===== src/chan_regs_pkg.sv =====
// Package: command decode, field layout and reset values of the channel mode registers
package chan_regs_pkg;
  localparam int          ADDR_W         = 7;
  localparam int          DATA_W         = 8;
  localparam logic [6:0]  ADDR_MODE      = 7'h05;
  localparam logic [6:0]  ADDR_GAIN      = 7'h06;
  localparam logic [6:0]  ADDR_ROUTE     = 7'h07;
  localparam logic [6:0]  ADDR_SHIFT     = 7'h08;
  localparam int          DIR_BIT        = 7;
  localparam logic [7:0]  MODE_RESET     = 8'h80;
  localparam logic [7:0]  GAIN_RESET     = 8'h00;
  localparam logic [7:0]  ROUTE_RESET    = 8'h00;
  localparam logic [7:0]  SHIFT_RESET    = 8'h00;
  localparam logic [7:0]  GAIN_WMASK     = 8'h7f;
  localparam logic [7:0]  ROUTE_WMASK    = 8'hbf;
  localparam logic [3:0]  SHIFT_MAX      = 4'ha;
  localparam logic [3:0]  SHIFT_SAT      = 4'hb;
  localparam logic [7:0]  ZERO_BYTE      = 8'h00;

  typedef enum logic [2:0] {
    LI_NORMAL_ACTIVE, LI_EXT_RING, LI_INT_RING, LI_RING_OPEN,
    LI_TIP_OPEN, LI_INT_TEST, LI_LOW_POWER_STBY, LI_POWER_DOWN
  } line_mode_t;

  typedef struct packed {
    logic       power_down;
    logic       standby;
    logic       active;
    logic       ramp;
    logic       line_access;
    line_mode_t line_iface_mode_field;
  } mode_reg_t;

  typedef struct packed {
    logic reserved;
    logic da_gain_select;
    logic impedance_scaling_bit;
    logic ring_mode;
    logic ring_trip_type_bit;
    logic ring_gen_enable;
    logic tone_gen_two_enable;
    logic tone_gen_one_enable;
  } gain_reg_t;

  typedef struct packed {
    logic ramp_gen_enable;
    logic reserved;
    logic meter_filter_shape_bit;
    logic meter_filter_enable;
    logic meter_ac_dc_select;
    logic meter_dc_direction_select;
    logic tone_detector_source_bit;
    logic tone_detector_enable;
  } route_reg_t;

  typedef struct packed {
    logic [3:0] shift_code;
    logic [3:0] meter_input_field;
  } shift_reg_t;

  typedef struct packed {
    logic       power_down;
    logic       standby;
    logic       active;
    logic       ramp;
    logic       ring_mode;
  } codec_mode_t;

  typedef struct packed {
    logic       line_access;
    line_mode_t mode;
  } line_ctl_t;

  // Serial control command: dir=1 reads, low seven bits address
  typedef struct packed {
    logic             valid;
    logic [7:0]       cmd;
    logic [7:0]       wdata;
  } cmd_t;
endpackage


===== src/meter_shift_decode.sv =====
// Level meter shift code saturation into a right-shift amount
`timescale 1ns/1ps
module meter_shift_decode (
  input  wire logic [3:0] shift_code,  // Register code
  output logic      [3:0] shift_amount // Effective shift, 0..11
);
  import chan_regs_pkg::*;
  // Codes beyond ten all clamp to the deepest shift
  always_comb begin
    if (shift_code > SHIFT_MAX) begin
      shift_amount = SHIFT_SAT;
    end else begin
      shift_amount = shift_code;
    end
  end
endmodule


===== src/channel_mode_and_meter_control_regs.sv =====
// Per-channel mode, gain, generator and meter routing register bank
`timescale 1ns/1ps
module channel_mode_and_meter_control_regs
(
  input  wire logic                          clk,                // 200 MHz device clock
  input  wire logic                          resetn,             // Sync reset, active low
  input  wire chan_regs_pkg::cmd_t           cmd_in,             // Command byte and write data
  input  wire logic                          serial_port_mode,   // 1: serial circuit port mode
  input  wire chan_regs_pkg::line_ctl_t      downstream_line,    // Line bits from downstream byte
  output logic                               rd_valid,           // Read data valid, one cycle
  output logic                         [7:0] rd_data,            // Read data byte
  output chan_regs_pkg::codec_mode_t         codec_mode,         // Codec operating mode
  output chan_regs_pkg::line_ctl_t           line_ctl,           // Line interface control
  output chan_regs_pkg::gain_reg_t           gain_ctl,           // Gain and generator enables
  output chan_regs_pkg::route_reg_t          route_ctl,          // Meter and detector routing
  output logic                         [3:0] meter_shift,        // Effective meter shift
  output logic                         [3:0] meter_input_field   // Meter input select
);
  import chan_regs_pkg::*;

  typedef struct packed {
    mode_reg_t  mode;
    gain_reg_t  gain;
    route_reg_t route;
    shift_reg_t shift;
    line_ctl_t  line;
    logic       rd_valid;
    logic [7:0] rd_data;
  } state_t;

  state_t st;
  state_t next_st;

  logic       is_read;
  logic [6:0] addr;
  logic [3:0] shift_amount;

  assign is_read = cmd_in.cmd[DIR_BIT];
  assign addr    = cmd_in.cmd[ADDR_W-1:0];

  function automatic logic hit(input logic [6:0] a, input logic [6:0] target);
    hit = (a == target);
  endfunction

  // A seven-bit address under one direction bit is all the decode handles
  if (ADDR_W + 1 != DATA_W || DIR_BIT != ADDR_W) begin : g_layout_check
    $error("Command byte must be address plus direction bit");
  end

  always_comb begin
    next_st          = st;
    next_st.rd_valid = 1'b0;
    if (cmd_in.valid && !is_read) begin
      if (hit(addr, ADDR_MODE)) begin
        next_st.mode = mode_reg_t'(cmd_in.wdata);
      end else if (hit(addr, ADDR_GAIN)) begin
        next_st.gain = gain_reg_t'(cmd_in.wdata & GAIN_WMASK);
      end else if (hit(addr, ADDR_ROUTE)) begin
        next_st.route = route_reg_t'(cmd_in.wdata & ROUTE_WMASK);
      end else if (hit(addr, ADDR_SHIFT)) begin
        next_st.shift = shift_reg_t'(cmd_in.wdata);
      end
    end
    if (cmd_in.valid && is_read) begin
      next_st.rd_valid = 1'b1;
      if (hit(addr, ADDR_MODE)) begin
        next_st.rd_data = st.mode;
      end else if (hit(addr, ADDR_GAIN)) begin
        next_st.rd_data = st.gain;
      end else if (hit(addr, ADDR_ROUTE)) begin
        next_st.rd_data = st.route;
      end else if (hit(addr, ADDR_SHIFT)) begin
        next_st.rd_data = st.shift;
      end else begin
        next_st.rd_data = ZERO_BYTE;
      end
    end
    // Registered select so a port-mode change never glitches the line drive
    if (serial_port_mode) begin
      next_st.line = downstream_line;
    end else begin
      next_st.line = '{line_access: st.mode.line_access,
                       mode: st.mode.line_iface_mode_field};
    end
  end

  always_ff @(posedge clk) begin
    if (!resetn) begin
      st.mode     <= mode_reg_t'(MODE_RESET);
      st.gain     <= gain_reg_t'(GAIN_RESET);
      st.route    <= route_reg_t'(ROUTE_RESET);
      st.shift    <= shift_reg_t'(SHIFT_RESET);
      st.line     <= '{line_access: 1'b0, mode: LI_NORMAL_ACTIVE};
      st.rd_valid <= 1'b0;
      st.rd_data  <= ZERO_BYTE;
    end else begin
      st <= next_st;
    end
  end

  meter_shift_decode u_shift (
    .shift_code   (st.shift.shift_code),
    .shift_amount (shift_amount)
  );

  assign rd_valid          = st.rd_valid;
  assign rd_data           = st.rd_data;
  assign codec_mode        = '{power_down: st.mode.power_down, standby: st.mode.standby,
                               active: st.mode.active, ramp: st.mode.ramp,
                               ring_mode: st.gain.ring_mode};
  assign line_ctl          = st.line;
  assign gain_ctl          = st.gain;
  assign route_ctl         = st.route;
  assign meter_shift       = shift_amount;
  assign meter_input_field = st.shift.meter_input_field;

  // Write byte seen through the mode, gain and routing register layouts, read only by the checks below
  mode_reg_t  wr_mode;
  gain_reg_t  wr_gain;
  route_reg_t wr_route;

  assign wr_mode  = mode_reg_t'(cmd_in.wdata);
  assign wr_gain  = gain_reg_t'(cmd_in.wdata);
  assign wr_route = route_reg_t'(cmd_in.wdata);
endmodule


===== config.mk =====
export PLATFORM = sky130hd
export DESIGN_NAME = channel_mode_and_meter_control_regs
export DESIGN_NICKNAME = d
export VERILOG_FILES = /design/src/chan_regs_pkg.sv /design/src/meter_shift_decode.sv /design/src/channel_mode_and_meter_control_regs.sv
export SDC_FILE = /design/constraint.sdc
export NUM_CORES = 1
export LEC_CHECK = 0
export BUFFER_PORTS_ARGS = -buffer_cell sky130_fd_sc_hd__buf_2
export CORE_MARGIN = 2
export CORE_UTILIZATION = 45
export DETAILED_ROUTE_END_ITERATION = 7
export HOLD_SLACK_MARGIN = 0.05
export PLACE_DENSITY = 0.74
export SYNTH_ARGS = -nofsm -noshare
export SYNTH_HDL_FRONTEND = slang
export SYNTH_SLANG_ARGS = --single-unit

===== constraint.sdc =====
create_clock -name clk -period 1.31 [get_ports clk]
set_clock_uncertainty 0.15 [all_clocks]
set_input_delay 0.1965 -clock clk [delete_from_list [all_inputs] [get_ports clk]]
set_output_delay 0.1965 -clock clk [all_outputs]
set_load 0.01 [all_outputs]

==> results.json <==
{
  "status": "finished, violations left",
  "violations": "setup timing",
  "p_leak_nw": 1.36,
  "fp.dieH_um": 74.8,
  "final_cells": 368,
  "clock_latency_ps": 300,
  "cts_tree": "yes",
  "antenna_found_initial": 0,
  "fin_crit_ps": 1370,
  "yosys_warnings": 0,
  "crit_family": "flip-flops",
  "io_pins": 66,
  "vias_per_cell": 5.00,
  "pwr-share-comb": 0.118,
  "synth_edf_count": 0,
  "setup_viol": 2,
  "end_kind": "output pin",
  "cp-start-kind": "register",
  "routedWlPerCell_um": 13.9,
  "syn_area_um2": 2260,
  "start_util": 0.471,
  "critPathMaxStageDelay_ps": 330,
  "synthArstFlopShare": 0,
  "total_power_mw": 2.43,
  "setup_ws_ps": -55.6,
  "drc": 0,
  "numCtsBuffers": 5,
  "ir_worst_vdd_mv": 0.569,
  "r2r_cells": 4,
  "postSynthAreaPerCell_um2": 9.44,
  "die_w_um": 74.8,
  "crit_slowest_cell": "dfxtp_2",
  "ys.flop_type": "dfxtp_1",
  "ant_nets": 0,
  "p_switching_mw": 0.595,
  "cap_violations": 0,
  "htreeDepth": 2,
  "cts_root_buf": "clkbuf_8",
  "period_share": 1.04,
  "final_common_cell": "buf_2",
  "worstSetupEndpoint": "meter_shift[0]",
  "p_per_area_nw_per_um2": 870,
  "core_um2": 4790,
  "cts_sinks": 43,
  "cp.depth": 3,
  "worstPathMaxFanout": 5,
  "track_usage": 0.185,
  "r2r-start": "st[20]",
  "dpl.hpwl_um": 3870,
  "fp.dieArea_um2": 5600,
  "timing.rr.end": "rd_data[7]",
  "critPathLaunch": "st[20]",
  "vias": 1840,
  "syn_inst": 239,
  "clk_pin_slew_ps": 80,
  "cp.arrival_ps": 1020,
  "io_buffers": 63,
  "p_int_mw": 1.84,
  "wl_um": 5120,
  "drv_slew": 0,
  "grt_remaining_overflow": 0,
  "fin_nets": 324,
  "layout-drive-gt1-share": 0.399,
  "gp_congestion": 0.815,
  "clockBufferDepth": 2,
  "syn_to_final_growth_pct": 23.9,
  "crit_required_ps": 960,
  "hold_path.class": "in -> reg",
  "grt_max_degree": 26,
  "drt_iter0_markers": 118,
  "reg2reg_slack_ps": 60,
  "ys_seq_elements": 43,
  "rsz0062_at_grt": "yes",
  "clockPowerShare": 0.339,
  "seq_power_share": 0.543,
  "yosysSeqAreaShare": 0.382,
  "synth.distinct_cells": 40,
  "path_cells": "buf_6 > a21o_1 > buf_2",
  "switching_share": 0.245,
  "hold_viol": 0,
  "n_antenna_cell": 0,
  "path_buf_inv": 2,
  "final_cell_mix": "buf_2, dfxtp_1, nor2b_1, buf_4",
  "fmax_ghz": 0.732,
  "grt_pass1_wl_um": 7850,
  "grt_pass1_vias": 1648,
  "crit_type": "reg -> out",
  "dpl.cell_count": 345,
  "fp-row-count": 25,
  "dr.pass1.iters": 4
}
==> layout make-up <==
cell class	count	area (µm²)
tap	67	83.8
inverter	1	3.75
fill	433	1990
clock inverter	2	12.5
timing repair buffer	101	663
clock buffer	6	72.6
sequential	43	862
multi-input combinational	148	1100
==> synth_stat cells (2+ instances only) <==
cell	instances	share of area
mux2i_1	20	0.089
nand4_2	2	0.011
nand2_1	10	0.017
and2b_1	2	0.0067
o21ai_0	3	0.0067
dfxtp_1	43	0.38
nor2_1	3	0.0050
buf_4	38	0.13
or3_4	2	0.010
buf_2	2	0.0044
a21oi_1	6	0.013
nor2b_1	22	0.061
nand3_1	20	0.044
buf_1	2	0.0033
a221oi_1	2	0.0078
o221a_1	5	0.025
a21o_1	2	0.0067
clkbuf_1	5	0.0083
a22oi_1	5	0.017
o21ai_1	21	0.047
a32o_1	2	0.0089
and2b_2	4	0.016
==> cell families (layout without fill, tap and decap cells) <==
family | Yosys count | after routing | synth area share
AOI/OAI and AO/OA | 47 | 47 | 0.135
buffers and inverters | 50 | 110 | 0.155
DFF | 43 | 43 | 0.382
muxes | 20 | 20 | 0.0887
other | 1 | 2 | 0.00166
and+or+nand+nor | 78 | 79 | 0.237
==> worst min-delay path, stage by stage <==
cell,delay (ps)
buf_2,140
mux2i_1,80
nor2b_1,90
==> layer usage <==
| layer | up-vias | share of wire | GRT usage |
|---|---|---|---|
| li1 | 930 | - | - |
| met1 | 853 | 0.48 | 0.252 |
| met2 | 50 | 0.46 | 0.300 |
| met3 | 7 | 0.052 | 0.0375 |
| met4 | 0 | 0.011 | 0.0536 |
| met5 | - | 0 | 0 |
==> what timing repair did <==
item                       4_1_cts  5_1_grt
hold endpoints to repair        19        0
hold buffers                    12        0
setup endpoints to repair        3       10
buffers inserted                 1        1
resized for setup                3        5
cloned                           0        1
pin swaps                        2        2
==> flip-flops by register name (all words and copies together) (netlist names) <==
register	flops
st	8
line_ctl	4
meter_input_field	4
rd_valid	1
rd_data	8
route_ctl	7
codec_mode	5
gain_ctl	6
==> stage by stage <==
step           setup slack, ps  TNS (ps)  hold WS [ps]  utilization  area, µm²
2_1_floorplan             -107      -920           172            -       2270
3_3_place_gp              -244     -7080           302        0.528       2530
3_5_place_dp              -287     -8120           306        0.528       2530
4_1_cts                  -60.9      -128           107        0.575       2750
5_1_grt                  -91.4      -243           114        0.584       2800
6_report                 -55.6      -111           101        0.584       2800
==> power groups by stage <==
stage	registers (mW)	logic [mW]	clock network [mW]
final	1.32	0.288	0.824
after global routing	1.32	0.312	0.895
after CTS	1.32	0.281	0.836
after detailed placement	1.35	0.252	0
after global placement	1.35	0.247	0
after floorplan	1.35	0.140	0
==> worst min path at each step <==
| stage | start | endpoint | slack (ps) | cells past startpoint |
|---|---|---|---|---|
| after CTS | resetn | rd_data[3] | 110 | 3 |
| final | serial_port_mode | line_ctl[3] | 100 | 3 |
| after detailed placement | rd_data[0] | rd_data[0] | 310 | 2 |
| after floorplan | cmd_in[7] | codec_mode[4] | 170 | 2 |
| after global placement | rd_data[0] | rd_data[0] | 300 | 2 |
| after global routing | resetn | rd_data[3] | 110 | 3 |
No activity file was read; power rests on OpenSTA's default activity.
